<file path="config.mk">
export PLATFORM = sky130hd
export DESIGN_NAME = cia_core
export DESIGN_NICKNAME = d
export VERILOG_FILES = /design/src/hdl/cia_pkg.sv /design/src/hdl/cia_core.sv
export VERILOG_INCLUDE_DIRS = /design/src /design/src/hdl
export SDC_FILE = /design/constraint.sdc
export NUM_CORES = 1
export LEC_CHECK = 0
export BUFFER_PORTS_ARGS = -buffer_cell sky130_fd_sc_hd__buf_4
export CAP_MARGIN = 20
export CORE_MARGIN = 5
export CORE_UTILIZATION = 40
export CTS_CLUSTER_DIAMETER = 150
export DETAILED_ROUTE_END_ITERATION = 7
export GPL_TIMING_DRIVEN = 1
export PLACE_DENSITY = 0.58
export SLEW_MARGIN = 20
export SYNTH_ARGS = -nofsm -noshare
export SYNTH_HDL_FRONTEND = slang
export SYNTH_SLANG_ARGS = --single-unit
</file>
<file path="constraint.sdc">
create_clock -name clk -period 3.35 [get_ports clk]
set_input_delay 0.335 -clock clk [delete_from_list [all_inputs] [get_ports clk]]
set_output_delay 0.335 -clock clk [all_outputs]
set_load 0.05 [all_outputs]
</file>
<file path="src/hdl/cia_defs.svh">
`ifndef CIA_DEFS_SVH
`define CIA_DEFS_SVH
// apb register offsets
`define CIA_OFF_CTRL 12'h000
`define CIA_OFF_INSTR 12'h004
`define CIA_OFF_FILE 12'h008
`define CIA_OFF_WORKING_ACCUMULATOR 12'h00C
`define CIA_OFF_STATUS 12'h010
`define CIA_OFF_PC 12'h014
`define CIA_OFF_RESULT 12'h018
// ctrl fields
`define CIA_CTRL_GO 0
`define CIA_CTRL_CARRYIN 1
`define CIA_CTRL_COND 2
`define CIA_CTRL_INTMEM 3
`define CIA_CTRL_IRQ 4
`define CIA_CTRL_PROGRAM_COUNTER_UPPER_LATCH_LSB 8
// status fields
`define CIA_ST_C 0
`define CIA_ST_DC 1
`define CIA_ST_Z 2
`define CIA_ST_OV 3
`define CIA_ST_BUSY 4
`define CIA_ST_WWR 5
`define CIA_ST_FWR 6
`define CIA_ST_SKIPNOP 7
// reset values
`define CIA_RST_WORD 32'h0000_0000
// working accumulator's own file address
`define CIA_WORKING_ACCUMULATOR_ADDR 8'h0A
// program counter low byte file address
`define CIA_PCL_ADDR 8'h02
// extra busy cycles after the first one of an instruction
`define CIA_EXTRA_NONE 2'd0
`define CIA_EXTRA_ONE 2'd1
`define CIA_EXTRA_TWO 2'd2
`endif

</file>
<file path="src/hdl/cia_pkg.sv">
package cia_pkg;
    typedef enum logic [3:0] {
        CIA_OP_IDLE, CIA_OP_ADD_LITERAL_OP, CIA_OP_ADD_TO_FILE_OP, CIA_OP_ADD_WITH_CARRY_OP, CIA_OP_SFILE,
        CIA_OP_LONG_SUBROUTINE_CALL, CIA_OP_TRD, CIA_OP_TWT, CIA_OP_SKIP, CIA_OP_BRANCH, CIA_OP_OTHER
    } cia_op_t;
endpackage : cia_pkg

</file>
<file path="src/hdl/cia_core.sv">
// Decided for this implementation: the placing of the registers and the APB slave port.
`include "cia_defs.svh"
`timescale 1ns/1ps
`default_nettype none
module cia_core (
    input wire logic clk,
    input wire logic srst,
    input wire logic psel,
    input wire logic penable,
    input wire logic pwrite,
    input wire logic [11:0] paddr,
    input wire logic [31:0] pwdata,
    output logic [31:0] prdata,
    output logic pready,
    output logic pslverr
);
    typedef enum logic [1:0] {ST_IDLE, ST_EXEC, ST_PROG} cia_st_t;

    // software-visible registers, then sequencer and bus-answer state
    logic [31:0] ctrl, next_ctrl;
    logic [15:0] instr, next_instr;
    logic [7:0] fileVal, next_fileVal;
    logic [7:0] working_accumulator, next_working_accumulator;
    logic [7:0] flags, next_flags;
    logic [15:0] pc, next_pc;
    logic [7:0] result, next_result;
    logic [1:0] cyclesLeft, next_cyclesLeft;
    cia_st_t state, next_state;
    logic [31:0] prdata_n;
    logic pready_n;
    logic pslverr_n;
    logic access;
    // decode and adder nets
    cia_pkg::cia_op_t op;
    logic [8:0] sum;
    logic [4:0] nib;
    logic ovf;
    logic carryIn;
    logic dBit;
    logic [7:0] addA, addB;

    // the access phase of an apb transfer
    assign access = psel && penable;

    // opcode classification
    // the all-zero word is checked first so it never decodes as an add
    always_comb begin
        op = cia_pkg::CIA_OP_OTHER;
        if (instr == 16'h0000) begin
            op = cia_pkg::CIA_OP_IDLE;
        end else if (instr[15:8] == 8'hB1) begin
            op = cia_pkg::CIA_OP_ADD_LITERAL_OP;
        end else if (instr[15:9] == 7'b0000_111) begin
            op = cia_pkg::CIA_OP_ADD_TO_FILE_OP;
        end else if (instr[15:9] == 7'b0001_000) begin
            op = cia_pkg::CIA_OP_ADD_WITH_CARRY_OP;
        end else if (instr[15:8] == 8'hB7) begin
            op = cia_pkg::CIA_OP_LONG_SUBROUTINE_CALL;
        end else if (instr[15:10] == 6'b1010_10) begin
            op = cia_pkg::CIA_OP_TRD;
        end else if (instr[15:10] == 6'b1010_11) begin
            op = cia_pkg::CIA_OP_TWT;
        end else if (instr[15:13] == 3'b110 || instr[15:13] == 3'b111) begin
            op = cia_pkg::CIA_OP_BRANCH;
        end else if (instr[15:9] == 7'b0001_011 || instr[15:9] == 7'b0010_011
                || instr[15:9] == 7'b0001_111 || instr[15:9] == 7'b0010_010
                || instr[15:8] == 8'h33 || instr[15:12] == 4'h9) begin
            op = cia_pkg::CIA_OP_SKIP;
        end else if (instr[15:9] == 7'b0010_110 || instr[15:9] == 7'b0010_101) begin
            op = cia_pkg::CIA_OP_SFILE;
        end
    end

    // shared adder with flag generation
    always_comb begin
        dBit = instr[8];
        // only the carry variant folds the stored carry into the sum
        if (op == cia_pkg::CIA_OP_ADD_WITH_CARRY_OP) begin
            carryIn = flags[`CIA_ST_C];
        end else begin
            carryIn = 1'b0;
        end
        addA = working_accumulator;
        // the literal form takes its operand from the opcode's low byte
        if (op == cia_pkg::CIA_OP_ADD_LITERAL_OP) begin
            addB = instr[7:0];
        end else begin
            addB = fileVal;
        end
        // one adder serves all three forms, so their flags agree
        sum = {1'b0, addA} + {1'b0, addB} + {8'h00, carryIn};
        // digit carry comes from a separate low-nibble sum
        nib = {1'b0, addA[3:0]} + {1'b0, addB[3:0]} + {4'h0, carryIn};
        // overflow: like-signed operands giving a result of the other sign
        ovf = (addA[7] == addB[7]) && (sum[7] != addA[7]);
    end

    // execution sequencer and register writes
    always_comb begin
        next_ctrl = ctrl;
        next_instr = instr;
        next_fileVal = fileVal;
        next_working_accumulator = working_accumulator;
        next_flags = flags;
        next_pc = pc;
        next_result = result;
        next_cyclesLeft = cyclesLeft;
        next_state = state;
        // go is a one-cycle strobe: it clears itself unless written again
        next_ctrl[`CIA_CTRL_GO] = 1'b0;
        // a write lands only at the edge where the master sees pready high,
        // so a held access phase never applies the same word twice
        if (access && pwrite && pready) begin
            case (paddr)
                `CIA_OFF_CTRL: next_ctrl = pwdata;
                `CIA_OFF_INSTR: next_instr = pwdata[15:0];
                `CIA_OFF_FILE: next_fileVal = pwdata[7:0];
                `CIA_OFF_WORKING_ACCUMULATOR: next_working_accumulator = pwdata[7:0];
                `CIA_OFF_STATUS: next_flags[3:0] = pwdata[3:0];
                `CIA_OFF_PC: next_pc = pwdata[15:0];
                default: begin
                end
            endcase
        end
        // the sequencer; busy marks an instruction in flight
        case (state)
            ST_IDLE: begin
                if (ctrl[`CIA_CTRL_GO]) begin
                    next_flags[7:4] = 4'h0;
                    next_flags[`CIA_ST_BUSY] = 1'b1;
                    next_state = ST_EXEC;
                    next_cyclesLeft = `CIA_EXTRA_NONE;
                    case (op)
                        // the literal add always lands in the accumulator
                        cia_pkg::CIA_OP_ADD_LITERAL_OP: begin
                            next_working_accumulator = sum[7:0];
                            next_result = sum[7:0];
                            next_flags[`CIA_ST_WWR] = 1'b1;
                        end
                        // d picks the destination of the sum
                        cia_pkg::CIA_OP_ADD_TO_FILE_OP, cia_pkg::CIA_OP_ADD_WITH_CARRY_OP: begin
                            next_result = sum[7:0];
                            if (!dBit) begin
                                next_working_accumulator = sum[7:0];
                                next_flags[`CIA_ST_WWR] = 1'b1;
                            end else begin
                                next_fileVal = sum[7:0];
                                next_flags[`CIA_ST_FWR] = 1'b1;
                            end
                        end
                        // set/negate class: the write targets are reported and result takes the file value
                        cia_pkg::CIA_OP_SFILE: begin
                            next_result = fileVal;
                            if (instr[7:0] == `CIA_WORKING_ACCUMULATOR_ADDR) begin
                                next_flags[`CIA_ST_WWR] = 1'b1;
                            end else begin
                                next_flags[`CIA_ST_FWR] = 1'b1;
                                next_flags[`CIA_ST_WWR] = !dBit;
                            end
                        end
                        // long call: upper byte from the latch field, low byte from the literal
                        cia_pkg::CIA_OP_LONG_SUBROUTINE_CALL: begin
                            next_pc = {ctrl[`CIA_CTRL_PROGRAM_COUNTER_UPPER_LATCH_LSB +: 8], instr[7:0]};
                            next_cyclesLeft = `CIA_EXTRA_ONE;
                        end
                        // branches refill the fetch slot, so they cost one more cycle
                        cia_pkg::CIA_OP_BRANCH: begin
                            next_cyclesLeft = `CIA_EXTRA_ONE;
                        end
                        // a table read into the program counter low byte takes two extra cycles, any other one
                        cia_pkg::CIA_OP_TRD: begin
                            if (instr[7:0] == `CIA_PCL_ADDR) begin
                                next_cyclesLeft = `CIA_EXTRA_TWO;
                            end else begin
                                next_cyclesLeft = `CIA_EXTRA_ONE;
                            end
                        end
                        // internal programming has no fixed length; it waits for the event
                        cia_pkg::CIA_OP_TWT: begin
                            if (ctrl[`CIA_CTRL_INTMEM]) begin
                                next_state = ST_PROG;
                            end else begin
                                next_cyclesLeft = `CIA_EXTRA_ONE;
                            end
                        end
                        // a true condition turns the prefetched word into an idle operation
                        cia_pkg::CIA_OP_SKIP: begin
                            if (ctrl[`CIA_CTRL_COND]) begin
                                next_cyclesLeft = `CIA_EXTRA_ONE;
                                next_flags[`CIA_ST_SKIPNOP] = 1'b1;
                            end
                        end
                        default: begin
                        end
                    endcase
                    // only the add forms touch the arithmetic flags; all else keeps them
                    if (op == cia_pkg::CIA_OP_ADD_LITERAL_OP || op == cia_pkg::CIA_OP_ADD_TO_FILE_OP
                            || op == cia_pkg::CIA_OP_ADD_WITH_CARRY_OP) begin
                        next_flags[`CIA_ST_C] = sum[8];
                        next_flags[`CIA_ST_DC] = nib[4];
                        next_flags[`CIA_ST_Z] = (sum[7:0] == 8'h00);
                        next_flags[`CIA_ST_OV] = ovf;
                    end
                end
            end
            // count down the extra cycles, then drop busy
            ST_EXEC: begin
                if (cyclesLeft == 2'd0) begin
                    next_state = ST_IDLE;
                    next_flags[`CIA_ST_BUSY] = 1'b0;
                end else begin
                    next_cyclesLeft = cyclesLeft - 2'd1;
                end
            end
            // programming only ends on the event bit; software must set it
            ST_PROG: begin
                if (ctrl[`CIA_CTRL_IRQ]) begin
                    next_state = ST_IDLE;
                    next_flags[`CIA_ST_BUSY] = 1'b0;
                end
            end
            // an illegal state code falls back to idle
            default: next_state = ST_IDLE;
        endcase
    end

    // apb read mux
    // pready rises one cycle after the access phase starts and lasts one cycle;
    // an unmapped word is answered with pslverr and changes nothing
    always_comb begin
        pready_n = access && !pready;
        pslverr_n = 1'b0;
        prdata_n = `CIA_RST_WORD;
        if (access && !pready) begin
            case (paddr)
                `CIA_OFF_CTRL: prdata_n = ctrl;
                `CIA_OFF_INSTR: prdata_n = {16'h0000, instr};
                `CIA_OFF_FILE: prdata_n = {24'h00_0000, fileVal};
                `CIA_OFF_WORKING_ACCUMULATOR: prdata_n = {24'h00_0000, working_accumulator};
                `CIA_OFF_STATUS: prdata_n = {24'h00_0000, flags};
                `CIA_OFF_PC: prdata_n = {16'h0000, pc};
                `CIA_OFF_RESULT: prdata_n = {24'h00_0000, result};
                default: pslverr_n = 1'b1;
            endcase
        end
    end

    // bus answer registers
    always_ff @(posedge clk) begin
        if (srst) begin
            prdata <= `CIA_RST_WORD;
            pready <= 1'b0;
            pslverr <= 1'b0;
        end else begin
            prdata <= prdata_n;
            pready <= pready_n;
            pslverr <= pslverr_n;
        end
    end

    // execution state registers
    always_ff @(posedge clk) begin
        if (srst) begin
            ctrl <= `CIA_RST_WORD;
            instr <= 16'h0000;
            fileVal <= 8'h00;
            working_accumulator <= 8'h00;
            flags <= 8'h00;
            pc <= 16'h0000;
            result <= 8'h00;
            cyclesLeft <= 2'd0;
            state <= ST_IDLE;
        end else begin
            ctrl <= next_ctrl;
            instr <= next_instr;
            fileVal <= next_fileVal;
            working_accumulator <= next_working_accumulator;
            flags <= next_flags;
            pc <= next_pc;
            result <= next_result;
            cyclesLeft <= next_cyclesLeft;
            state <= next_state;
        end
    end
endmodule : cia_core
`default_nettype wire

</file>
-- Word-level counts from Yosys, hierarchy flattened
Cells that the tools add are included.
- flip-flop bits (word level): 134
- input port bits: 49
- output and inout port bits: 34
- word-level logic and storage cells: 162
- $add $sub $neg: 5
- eq/ne operators: 41
- multiplexer cells: 61
- bitwise operators: 3
- reductions and logical operators: 37
- operators with widths (cell ; number):
    32-bit case mux with 7 select lines ; 1
    8-bit two-way mux ; 12
    16-bit two-way mux ; 5
    4-bit two-way mux ; 14
    12-bit by 5-bit == test with 1-bit output (second input constant) ; 3
    8-bit case mux with 2 select lines ; 2
    7-bit by 5-bit == test with 1-bit output (second input constant) ; 4
    12-bit by 4-bit == test with 1-bit output (second input constant) ; 2
    7-bit by 4-bit == test with 1-bit output (second input constant) ; 3
    4-bit by 3-bit == test with 1-bit output (second input constant) ; 4
    8-bit == test (second input constant) ; 2
    16-bit zero test ; 1
    2-bit two-way mux ; 8
    12-bit by 3-bit == test with 1-bit output (second input constant) ; 1
    4-bit == test (second input constant) ; 3
    6-bit == test (second input constant) ; 2
    12-bit zero test ; 1
    1-bit two-way mux ; 12
    8-bit by 8-bit adder with 9-bit output ; 1
    9-bit by 1-bit adder with 9-bit output ; 1
    1-bit logical OR ; 9
    3-bit AND reduction ; 3
    4-bit by 2-bit == test with 1-bit output (second input constant) ; 2
    8-bit by 2-bit == test with 1-bit output (second input constant) ; 1
    31 further kinds ; 50

-- Logic depth before layout (Yosys ltp)
Gate-level depths: netlist (run 1).
- word-level depth: 24
- mapped depth: 13

-- Worst setup path after synthesis (run 1)
OpenSTA, ideal clock, no wires.
- path type: flip-flop to flip-flop
- from: register instr[9]
- to: register flags[2]
- library setup time: 0.059 ns
- arrival time: 3.575 ns
- data required time: 3.291 ns
- setup slack: -0.284 ns
- stages on the path, launching flop included: 13
- path buffers: 1
- clock period less this slack: 3.634 ns
- path through: dfxtp_1 -> buf_2 -> or4b_4 -> nor2_4 -> mux2i_1 -> fa_1 -> inv_1 -> fa_1 -> xor2_1 -> or4b_2 -> or3_1 -> nor4_1 -> mux2_1
- longest elaborated chain between the ends: 23
- ends and longest elaborated chain (what ; RTL line ; text):
    start: declaration ; cia_core.sv:21 ; logic [15:0] instr, next_instr;
    start signal: assignment ; cia_core.sv:275 ; instr <= next_instr;
    7-bit by 4-bit == test with 1-bit output / 7-bit by 5-bit == test with 1-bit output (equally long branches) ; cia_core.sv:65 ; end else if (instr[15:9] == 7'b0001_011 || instr[15:9] == 7'b0010_011
    1-bit logical OR ; cia_core.sv:65 ;
    1-bit logical OR (2 in series) ; cia_core.sv:66 ; || instr[15:9] == 7'b0001_111 || instr[15:9] == 7'b0010_010
    1-bit logical OR (2 in series) ; cia_core.sv:67 ; || instr[15:8] == 8'h33 || instr[15:12] == 4'h9) begin
    4-bit two-way mux ; cia_core.sv:65 ;
    4-bit two-way mux ; cia_core.sv:63 ; end else if (instr[15:13] == 3'b110 || instr[15:13] == 3'b111) begin
    4-bit two-way mux ; cia_core.sv:61 ; end else if (instr[15:10] == 6'b1010_11) begin
    4-bit two-way mux ; cia_core.sv:59 ; end else if (instr[15:10] == 6'b1010_10) begin
    [... 5 more ...] ; n/a ;
    4-bit by 1-bit == test with 1-bit output ; cia_core.sv:85, cia_core.sv:197 ;
    8-bit two-way mux ; cia_core.sv:85 ; if (op == cia_pkg::CIA_OP_ADD_LITERAL_OP) begin
    8-bit by 8-bit adder with 9-bit output ; cia_core.sv:91 ; sum = {1'b0, addA} + {1'b0, addB} + {8'h00, carryIn};
    9-bit by 1-bit adder with 9-bit output ; cia_core.sv:91 ;
    8-bit zero test ; cia_core.sv:201 ; next_flags[`CIA_ST_Z] = (sum[7:0] == 8'h00);
    4-bit two-way mux (*) ; cia_core.sv:197 ; if (op == cia_pkg::CIA_OP_ADD_LITERAL_OP || op == cia_pkg::CIA_OP_ADD_TO_FILE_OP
    5-bit two-way mux (*) ; cia_core.sv:128 ; if (ctrl[`CIA_CTRL_GO]) begin
    4-bit two-way mux (*) ; cia_core.sv:126 ; case (state)
    end signal: assignment ; cia_core.sv:278 ; flags <= next_flags;
    end: declaration ; cia_core.sv:24 ; logic [7:0] flags, next_flags;
Mark *: on every way between the ends. The rest lies on a longest branch, timed or not. The select of a mux whose other input is x is not followed.
A chain may end at the register's enable or synchronous reset.

-- Worst setup path in the final report (run 1)
- from: register instr[10]
- to: register flags[2]
The elaborated chain is that of the path after synthesis.

==> results of run 1 <==
## power by group
| part | internal (mW) | total (mW) | leakage [nW] | switching, mW |
|---|---|---|---|---|
| clock | 1.19 | 1.91 | 0.279 | 0.723 |
| sequential | 1.60 | 1.60 | 1.08 | 0.00246 |
| combinational | 0.0568 | 0.142 | 1.75 | 0.0856 |
| total | 2.84 | 3.65 | 3.11 | 0.812 |
## sequential cells by signal, indices dropped and copies added, names as in the netlist
signal      count
state           2
pready          1
instr          16
fileVal         8
addA            8
prdata         32
flags           8
pslverr         1
cyclesLeft      2
pc             16
result          8
ctrl           32
## cell type report
class | instances | area (µm²)
timing repair buffer | 127 | 957
clock buffer | 20 | 447
tap | 216 | 270
fill | 1503 | 7730
inverter | 15 | 56.3
clock inverter | 11 | 151
multi-input combinational | 554 | 3650
sequential | 134 | 2680
## what timing repair did
item                                    4_1_cts  5_1_grt
pin swaps                                     4        3
endpoints found under the hold margin         0        0
buffers inserted                              1        1
endpoints found under the setup margin        2       14
resized for setup                             2        7
## placed cells by master, fill, tap and decap left out, types with 13 or more instances in the layout
| cell type | count |
|---|---|
| dfxtp_1 | 133 |
| a22oi_1 | 15 |
| mux2i_1 | 40 |
| o21ai_0 | 26 |
| inv_1 | 13 |
| buf_4 | 126 |
| a21oi_1 | 62 |
| nand2_1 | 107 |
| a311oi_2 | 16 |
| nor2_1 | 73 |
| nand3_1 | 27 |
| clkbuf_16 | 17 |
| and3_1 | 19 |
## how the worst min path moves through the flow
| stage | end | cells past startpoint | start |
|---|---|---|---|
| global route | ctrl[31] | 3 | pwdata[31] |
| floorplan | ctrl[16] | 2 | ctrl[16] |
| finish | ctrl[29] | 3 | pwdata[29] |
| global placement | ctrl[16] | 2 | ctrl[16] |
| detailed placement | ctrl[23] | 2 | ctrl[23] |
| CTS | ctrl[29] | 3 | pwdata[29] |
## layer usage
layer	share of wire [%]	track usage (%)	wire, µm	vias up
met5	0	0	0	-
met4	3.1	8.95	653	0
met3	7.9	5.62	1660	49
met2	46	35.9	9500	263
met1	43	28.8	9040	3041
li1	-	-	-	2929
## cell families (layout without fill, tap and decap cells)
logic type | count (synthesis) | after routing
XOR/XNOR | 5 | 5
multiplexers | 53 | 53
flip-flops | 134 | 134
AND/OR/NAND/NOR | 294 | 294
AO/OA/AOI/OAI | 188 | 188
adder cells (fa/ha/maj) | 14 | 14
buffers and inverters | 69 | 173
## through the flow
step	utilization, %	instance area, µm²
6_report	51.5	8220
5_1_grt	51.5	8220
3_3_place_gp	47.4	7560
2_1_floorplan	-	6570
4_1_cts	51.2	8170
3_5_place_dp	47.4	7560
## tightest hold or removal path, delay by kind of cell
kind | cells | cell delay (ns)
AND/OR/NAND/NOR | 1 | 0.04
AO/OA/AOI/OAI | 1 | 0.05
buffers and inverters | 1 | 0.11
==> impl_results.md, run 1 <==
* Later-pin clock latency in the skew report at 0.43 ns
* CP Capture Type: flop
* R2R Setup Slk at 0.07 ns
* Critical Path Stages at 11
* Reg-to-Reg End: flags[2]
* Post-synthesis adder-cell area fraction at 2.91%
* Leakage at 3.11 nW
* # IOs at 83
* MaxCap Viol Count at 0
* Final ANT Viol Nets at 0
* Ys Warns at 0
* Mapped Area at 6540 µm²
* Gr usage total at 22.4%
* Slowest cell on crit path: or4b_4
* Post-synthesis cell count at 757
* Cts bufs inserted at 17
* #FFs+latches synth at 134
* Synth async-reset ratio at 0%
* Worst path required time at 3.72 ns
* Period utilisation layout at 97.9%
* CTS sink cnt at 134
* CTS max path bufs at 2
* Vias/cell at 5.83
* First-pass GRT wire length at 32700 µm
* Clock Root Buffer: clkbuf_16
* Hpwl dp at 14700 µm
* P&R area growth vs syn at 25.5%
* Status: completed
* Crit path buf inv count at 1
* Die area at 19000 µm²
* Setup Skew at 0.00716 ns
* Fmax at 305 MHz
* Main combinational cell family by area after synthesis: simple AND/OR/NAND/NOR gates
* DRC at 0
* GRT overflow at 0
* R2r startpoint: instr[10]
* Setup WS post-layout at 0.0715 ns
* Most numerous cell in the Yosys netlist: dfxtp_1
* Top_reg_cell synth: dfxtp_1
* PD cells at 445 nW/µm²
* RSZ-0062 raised after global routing: yes
* Drt initial violations at 513
* CP Capture Point: flags[2]
* Origin of the worst setup path: instr[10]
* Reg2reg path depth at 11
* Die height at 138 µm
* Routed wire length at 20800 µm
* Initial antenna violation count at 0
* Share of post-route cells with drive strength above 1 at 23.5%
* Drt wl/cell at 19.4 µm
* CTS H-tree lvls at 4
* Syn Area/Cell at 8.64 µm²
* Total number of vias at 6282
* Post-synth EDFFs at 0
* Number of distinct library cells after synthesis at 72
* Worst-Margin Slew at 0.770 ns
* Drt pass-1 iters at 5
* Initial core utilization at 41.0%
* Startpoint Class: flop
* Hold WC Path Type: input pin to flop
* Core Region at 15900 µm²
* Die width at 138 µm
* Max_slew headroom at 48.5%
* Final worst path period need at 3.28 ns
* Critical path arrival at 3.65 ns
* Layout Nets at 912
* Max VDD drop at 0.368 mV
* Routability cong. at 0.912
* Leading area contributor after synthesis: dfxtp_1
* Worst-path clk slew at 0.06 ns
* TNS Setup at 0 ns
* Syn nets at 820
* Setup violations, final at 0
* Slew Viols, Final at 0
* Area contributors post-synth: dfxtp_1, mux2i_1, nand2_1
* CP max stage delay at 0.55 ns
* Sequential fraction of the synthesis area at 41.0%
* CTS tree: yes
* CTS hold repair buffers at 0
* Dpl ws at -0.0375 ns
* Final hold violation count at 0
* Non-Filler Instances at 1077
* Number of global-route vias before repair at 6024
* Port Buffers at 82
* Rows at 46
* Top cells by count, synth: dfxtp_1, nand2_1, nor2_1, a21oi_1, mux2i_1
* Critical path's top delay family: simple AND/OR/NAND/NOR gates
* N_diodes at 0
* Power, Total at 3.65 mW
* Simple logic cell fraction of the synthesized area at 21.8%
* Area fraction in compound gates after synthesis at 20.9%
* Largest net degree at the start of global routing at 49
* Placed cell count at 1044
* XOR/XNOR share of the synthesized area at 0.669%
* Post-synthesis mux area share at 8.34%
* CP max FO at 3
* CP Class: flop to flop
* Synth top area share at 41.0%
* CP Cell Sequence: or4b_4 -> nor2_4 -> mux2i_2 -> fa_2 -> inv_2 -> fa_2 -> xor2_2 -> or4b_4 -> or3_1 -> nor4_2 -> mux2_1
* Hold Slack at 0.157 ns
No activity file was read; power rests on OpenSTA's default activity.
==> run 2: changes to the inputs <==
--- a/config.mk
+++ b/config.mk
@@ -9,11 +9,11 @@
 export BUFFER_PORTS_ARGS = -buffer_cell sky130_fd_sc_hd__buf_4
 export CAP_MARGIN = 20
 export CORE_MARGIN = 5
-export CORE_UTILIZATION = 40
+export CORE_UTILIZATION = 45
 export CTS_CLUSTER_DIAMETER = 150
 export DETAILED_ROUTE_END_ITERATION = 7
 export GPL_TIMING_DRIVEN = 1
-export PLACE_DENSITY = 0.58
+export PLACE_DENSITY = 0.64
 export SLEW_MARGIN = 20
 export SYNTH_ARGS = -nofsm -noshare
 export SYNTH_HDL_FRONTEND = slang
==> impl_results.md, run 2 (synthesis gave the netlist of run 1 again) <==
* Status: finished, violations left (was completed)
* Failing checks: setup timing
* FF+latch area at 2690 µm² (was 2680 µm²)
* Routability cong. at 0.969 (was 0.912)
* PD cells at 447 nW/µm² (was 445 nW/µm²)
* Core Region at 14400 µm² (was 15900 µm²)
* Worst path required time at 3.71 ns (was 3.72 ns)
* CTS sink cnt at 134 (unchanged)
* Clock Root Buffer: clkbuf_16 (unchanged)
* N_diodes at 0 (unchanged)
* Setup WS post-layout at -0.0297 ns (was 0.0715 ns)
* Later-pin clock latency in the skew report at 0.42 ns (was 0.43 ns)
* Hpwl dp at 14200 µm (was 14700 µm)
* Hold WC Path Type: input pin to flop (unchanged)
* Gr usage total at 24.2% (was 22.4%)
* Die height at 131 µm (was 138 µm)
* Final hold violation count at 0 (unchanged)
* Routed wire length at 20400 µm (was 20800 µm)
* Port Buffers at 82 (unchanged)
* Biggest regs: ctrl (32), prdata (32) (unchanged)
* Most common cell after layout, fill and taps aside: dfxtp_1 (unchanged)
* RSZ-0062 raised after global routing: yes (unchanged)
* Max_slew headroom at 48.1% (was 48.5%)
* Vias/cell at 6.05 (was 5.83)
* Area of the multi-input gates at 3680 µm² (was 3650 µm²)
* Leakage at 3.14 nW (was 3.11 nW)
* Drt wl/cell at 19.6 µm (was 19.4 µm)
* GRT overflow at 0 (unchanged)
* Max VDD drop at 0.335 mV (was 0.368 mV)
* CP max FO at 4 (was 3)
* Worst-path clk slew at 0.06 ns (about the same)
* Rows at 44 (was 46)
* TNS Setup at -0.0297 ns (was 0 ns)
* Drt initial violations at 529 (was 513)
* CP Capture Type: flop (unchanged)
* Startpoint Class: flop (unchanged)
* Hold Slack at 0.161 ns (was 0.157 ns)
* Commonest non-fill, non-tap cells in the layout: dfxtp_1, buf_4, nand2_1 (unchanged)
* Setup violations, final at 1 (was 0)
* Total number of vias at 6310 (was 6282)
* Final ANT Viol Nets at 0 (unchanged)
* Die area at 17100 µm² (was 19000 µm²)
* Fmax at 296 MHz (was 305 MHz)
* Initial antenna violation count at 0 (unchanged)
* CTS tree: yes (unchanged)
* # IOs at 83 (unchanged)
* Share of post-route cells with drive strength above 1 at 24.2% (was 23.5%)
* Die width at 131 µm (was 138 µm)
* P&R area growth vs syn at 25.2% (was 25.5%)
* CTS max path bufs at 2 (unchanged)
* Setup Skew at 0.0117 ns (was 0.00716 ns)
* First-pass GRT wire length at 32500 µm (was 32700 µm)
* DRC at 0 (unchanged)
* Final worst path period need at 3.38 ns (was 3.28 ns)
* CP Class: flop to flop (unchanged)
* Reg2reg path depth at 11 (unchanged)
* Layout Nets at 909 (was 912)
* CTS H-tree lvls at 4 (unchanged)
* Drt pass-1 iters at 6 (was 5)
* Initial core utilization at 45.4% (was 41.0%)
* Fillers at 1293 (was 1503)
* Worst-Margin Slew at 0.776 ns (was 0.770 ns)
* Cts bufs inserted at 17 (unchanged)
* Period utilisation layout at 101% (was 97.9%)
* Hold Crit Depth at 3 (unchanged)
* Dpl ws at -0.109 ns (was -0.0375 ns)
* Post-DP Area at 7490 µm² (was 7560 µm²)
* Design Area, Final at 8190 µm² (was 8220 µm²)
* Slew Viols, Final at 0 (unchanged)
* MaxCap Viol Count at 0 (unchanged)
* Critical path arrival at 3.74 ns (was 3.65 ns)
* Final Util at 56.8% (was 51.5%)
* Number of global-route vias before repair at 6090 (was 6024)
* Largest net degree at the start of global routing at 49 (unchanged)
==> run 2: changes by cell type in the layout (fill, tap and decap cells not counted), sizes merged <==
cell	before	now
clkbuf	20	18
buf	127	124
inv	16	20
clkinv	3	2
==> run 2: layout make-up <==
type / instances / share of cell area, %
clock inverter: 14 / 2.12
sequential: 134 / 32.8
timing repair buffer: 124 / 11.5
clock buffer: 18 / 5.24
multi-input combinational: 554 / 44.9
tap: 184 / 2.81
inverter: 15 / 0.687
==> run 2: report_power, final <==
part / leakage [nW] / internal, mW / switching, mW / total, mW
clock network: 0.284 / 1.18 / 0.743 / 1.92
logic: 1.78 / 0.0567 / 0.0849 / 0.142
registers: 1.08 / 1.60 / 0.00248 / 1.60
total: 3.14 / 2.83 / 0.830 / 3.66
==> run 2: repair_timing <==
| action | in CTS | in global routing |
|---|---|---|
| gates cloned | 0 | 0 |
| resized for setup | 4 | 14 |
| endpoints found under the setup margin | 4 | 13 |
| hold buffers | 0 | 0 |
| buffers inserted | 2 | 0 |
| pin swaps | 3 | 4 |
==> run 2: routing by layer <==
layer  part of all wire (%)  routed length (µm)  vias up  track usage [%]
met5                      0                   0        -                0
met4                    2.6                 537        0             9.80
met3                    8.6                1760       54             4.96
met2                     47                9590      311             38.8
met1                     42                8560     3016             32.0
li1                       -                   -     2929                -
==> run 2: final timing paths <==
check             start  endpoint  slack [ns]
max           instr[10]  flags[2]       -0.03
min          pwdata[26]  ctrl[26]        0.16
max reg2reg   instr[10]  flags[2]       -0.03
min reg2reg    ctrl[23]  ctrl[23]        0.45
==> run 2: metrics by stage <==
step,power [mW],cells
final,3.66,1043
after global routing,3.77,1043
after CTS,3.70,1043
after detailed placement,1.77,1009
after global placement,1.77,1009
after floorplan,1.69,757
==> run 2: worst max-delay path: stages, from the launching register on <==
cell and delay, ns:
dfxtp_2 0.32, or4b_4 0.55, nor2_4 0.16, mux2i_2 0.24
fa_2 0.25, inv_2 0.04, fa_2 0.37, xor2_2 0.18
or4b_4 0.48, or3_1 0.36, nor4_1 0.19, mux2_4 0.20
==> run 3: changes to the inputs <==
--- a/config.mk
+++ b/config.mk
@@ -14,6 +14,7 @@
 export DETAILED_ROUTE_END_ITERATION = 7
 export GPL_TIMING_DRIVEN = 1
 export PLACE_DENSITY = 0.64
+export SKIP_CTS_REPAIR_TIMING = 1
 export SLEW_MARGIN = 20
 export SYNTH_ARGS = -nofsm -noshare
 export SYNTH_HDL_FRONTEND = slang
==> impl_results.md, run 3 (synthesis gave the netlist of run 1 again) <==
* Routed wire length at 20500 µm (was 20400 µm)
* Largest net degree at the start of global routing at 49 (unchanged)
* Hold WC Path Type: input pin to flop (unchanged)
* Placed cell count at 1009 (unchanged)
* Die width at 131 µm (unchanged)
* Most common cell after layout, fill and taps aside: dfxtp_1 (unchanged)
* RSZ-0062 raised after global routing: yes (unchanged)
* Hpwl dp at 14200 µm (unchanged)
* Fillers at 1283 (was 1293)
* First-pass GRT wire length at 32400 µm (was 32500 µm)
* Port Buffers at 82 (unchanged)
* CTS sink cnt at 134 (unchanged)
* Startpoint Class: flop (unchanged)
* Worst-Margin Slew at 0.802 ns (was 0.776 ns)
* Setup Skew at 0.0103 ns (was 0.0117 ns)
* Vias/cell at 6.01 (was 6.05)
* Sw Ratio at 22.7% (about the same)
* Status: finished, violations left (unchanged)
* Max VDD drop at 0.337 mV (was 0.335 mV)
* Share of post-route cells with drive strength above 1 at 24.7% (was 24.2%)
* Die height at 131 µm (unchanged)
* CP Class: flop to flop (unchanged)
* CP Capture Type: flop (unchanged)
* Worst path required time at 3.71 ns (about the same)
* Fmax at 293 MHz (was 296 MHz)
* Final hold violation count at 0 (unchanged)
* Initial core utilization at 45.4% (unchanged)
* Commonest non-fill, non-tap cells in the layout: dfxtp_1, buf_4, nand2_1 (unchanged)
* Routability cong. at 0.969 (unchanged)
* CP max FO at 4 (unchanged)
* Initial antenna violation count at 0 (unchanged)
* MaxCap Viol Count at 0 (unchanged)
* Psw at 0.831 mW (was 0.830 mW)
* Slew Viols, Final at 0 (unchanged)
* Final ANT Viol Nets at 0 (unchanged)
* DRC at 0 (unchanged)
* Drt pass-1 iters at 6 (unchanged)
* Die area at 17100 µm² (unchanged)
* Drt wl/cell at 19.6 µm (about the same)
* CTS max path bufs at 2 (unchanged)
* Rows at 44 (unchanged)
* TNS Setup at -0.0749 ns (was -0.0297 ns)
* Combinational Power Share at 3.9% (about the same)
* Drt initial violations at 525 (was 529)
* Setup violations, final at 2 (was 1)
* Pint at 2.83 mW (about the same)
* Max_slew headroom at 46.4% (was 48.1%)
* CTS tree: yes (unchanged)
* Total number of vias at 6289 (was 6310)
* PD cells at 444 nW/µm² (was 447 nW/µm²)
* N_diodes at 0 (unchanged)
* CTS H-tree lvls at 4 (unchanged)
* Non-Filler Instances at 1047 (was 1043)
* Worst-path clk slew at 0.06 ns (about the same)
* Cts bufs inserted at 17 (unchanged)
* Biggest regs: ctrl (32), prdata (32) (unchanged)
* Number of global-route vias before repair at 6048 (was 6090)
* Failing checks: setup timing (unchanged)
* # IOs at 83 (unchanged)
* Clock Root Buffer: clkbuf_16 (unchanged)
* Final worst path period need at 3.42 ns (was 3.38 ns)
* GRT overflow at 0 (unchanged)
* Later-pin clock latency in the skew report at 0.42 ns (about the same)
* Dpl ws at -0.109 ns (unchanged)
* Core Region at 14400 µm² (unchanged)
* Hold Slack at 0.160 ns (was 0.161 ns)
* Clock share of power at 52.5% (about the same)
* Critical path arrival at 3.78 ns (was 3.74 ns)
* Setup WS post-layout at -0.0676 ns (was -0.0297 ns)
* P&R area growth vs syn at 25.9% (was 25.2%)
* Sequential power share at 43.7% (about the same)
* Period utilisation layout at 102% (was 101%)
* Gr usage total at 24.1% (was 24.2%)
* Leakage at 3.16 nW (was 3.14 nW)
* Layout Nets at 913 (was 909)
## run 3: stage by stage
step | power [mW] | area, µm² | util, %
2_1_floorplan | 1.69 | 6570 | -
3_3_place_gp | 1.77 | 7490 | 52.0
3_5_place_dp | 1.77 | 7490 | 52.0
4_1_cts | 3.70 | 8100 | 56.1
5_1_grt | 3.77 | 8240 | 57.1
6_report | 3.66 | 8240 | 57.1
## run 3: worst max-delay path: stages (launching register included)
cell     delay [ns]
dfxtp_2        0.32
or4b_4         0.55
nor2_4         0.18
mux2i_2        0.24
fa_2           0.25
inv_2          0.04
fa_2           0.38
xor2_2         0.17
or4b_4         0.48
or3_1          0.35
nor4_1         0.19
mux2_4         0.20
## run 3: power by group through the flow
stage / clock network, mW / logic (mW) / registers [mW]
6_report: 1.92 / 0.142 / 1.60
5_1_grt: 2.02 / 0.151 / 1.60
4_1_cts: 1.96 / 0.140 / 1.60
3_5_place_dp: 0 / 0.139 / 1.63
3_3_place_gp: 0 / 0.137 / 1.63
2_1_floorplan: 0 / 0.0550 / 1.64
## run 3: routing by layer
layer,GRT usage [%],part of all wire [%]
met3,4.63,8.6
met1,32.2,42
met2,38.5,47
met4,9.86,2.6
met5,0,0
## run 3: layout make-up
| type | count | area (µm²) | share of cell area, % |
|---|---|---|---|
| Tap cell | 184 | 230 | 2.79 |
| Clock inverter | 14 | 174 | 2.11 |
| Multi-Input combinational cell | 554 | 3700 | 44.9 |
| Clock buffer | 18 | 429 | 5.21 |
| Timing Repair Buffer | 128 | 965 | 11.7 |
| Sequential cell | 134 | 2680 | 32.6 |
| Inverter | 15 | 56.3 | 0.683 |
## run 3: final timing paths
kind | start | end | slack (ns) | cells after the start
min | pwdata[26] | ctrl[26] | 0.16 | 3
max | instr[9] | flags[2] | -0.07 | 11
min reg2reg | ctrl[23] | ctrl[23] | 0.45 | 2
max reg2reg | instr[9] | flags[2] | -0.07 | 11
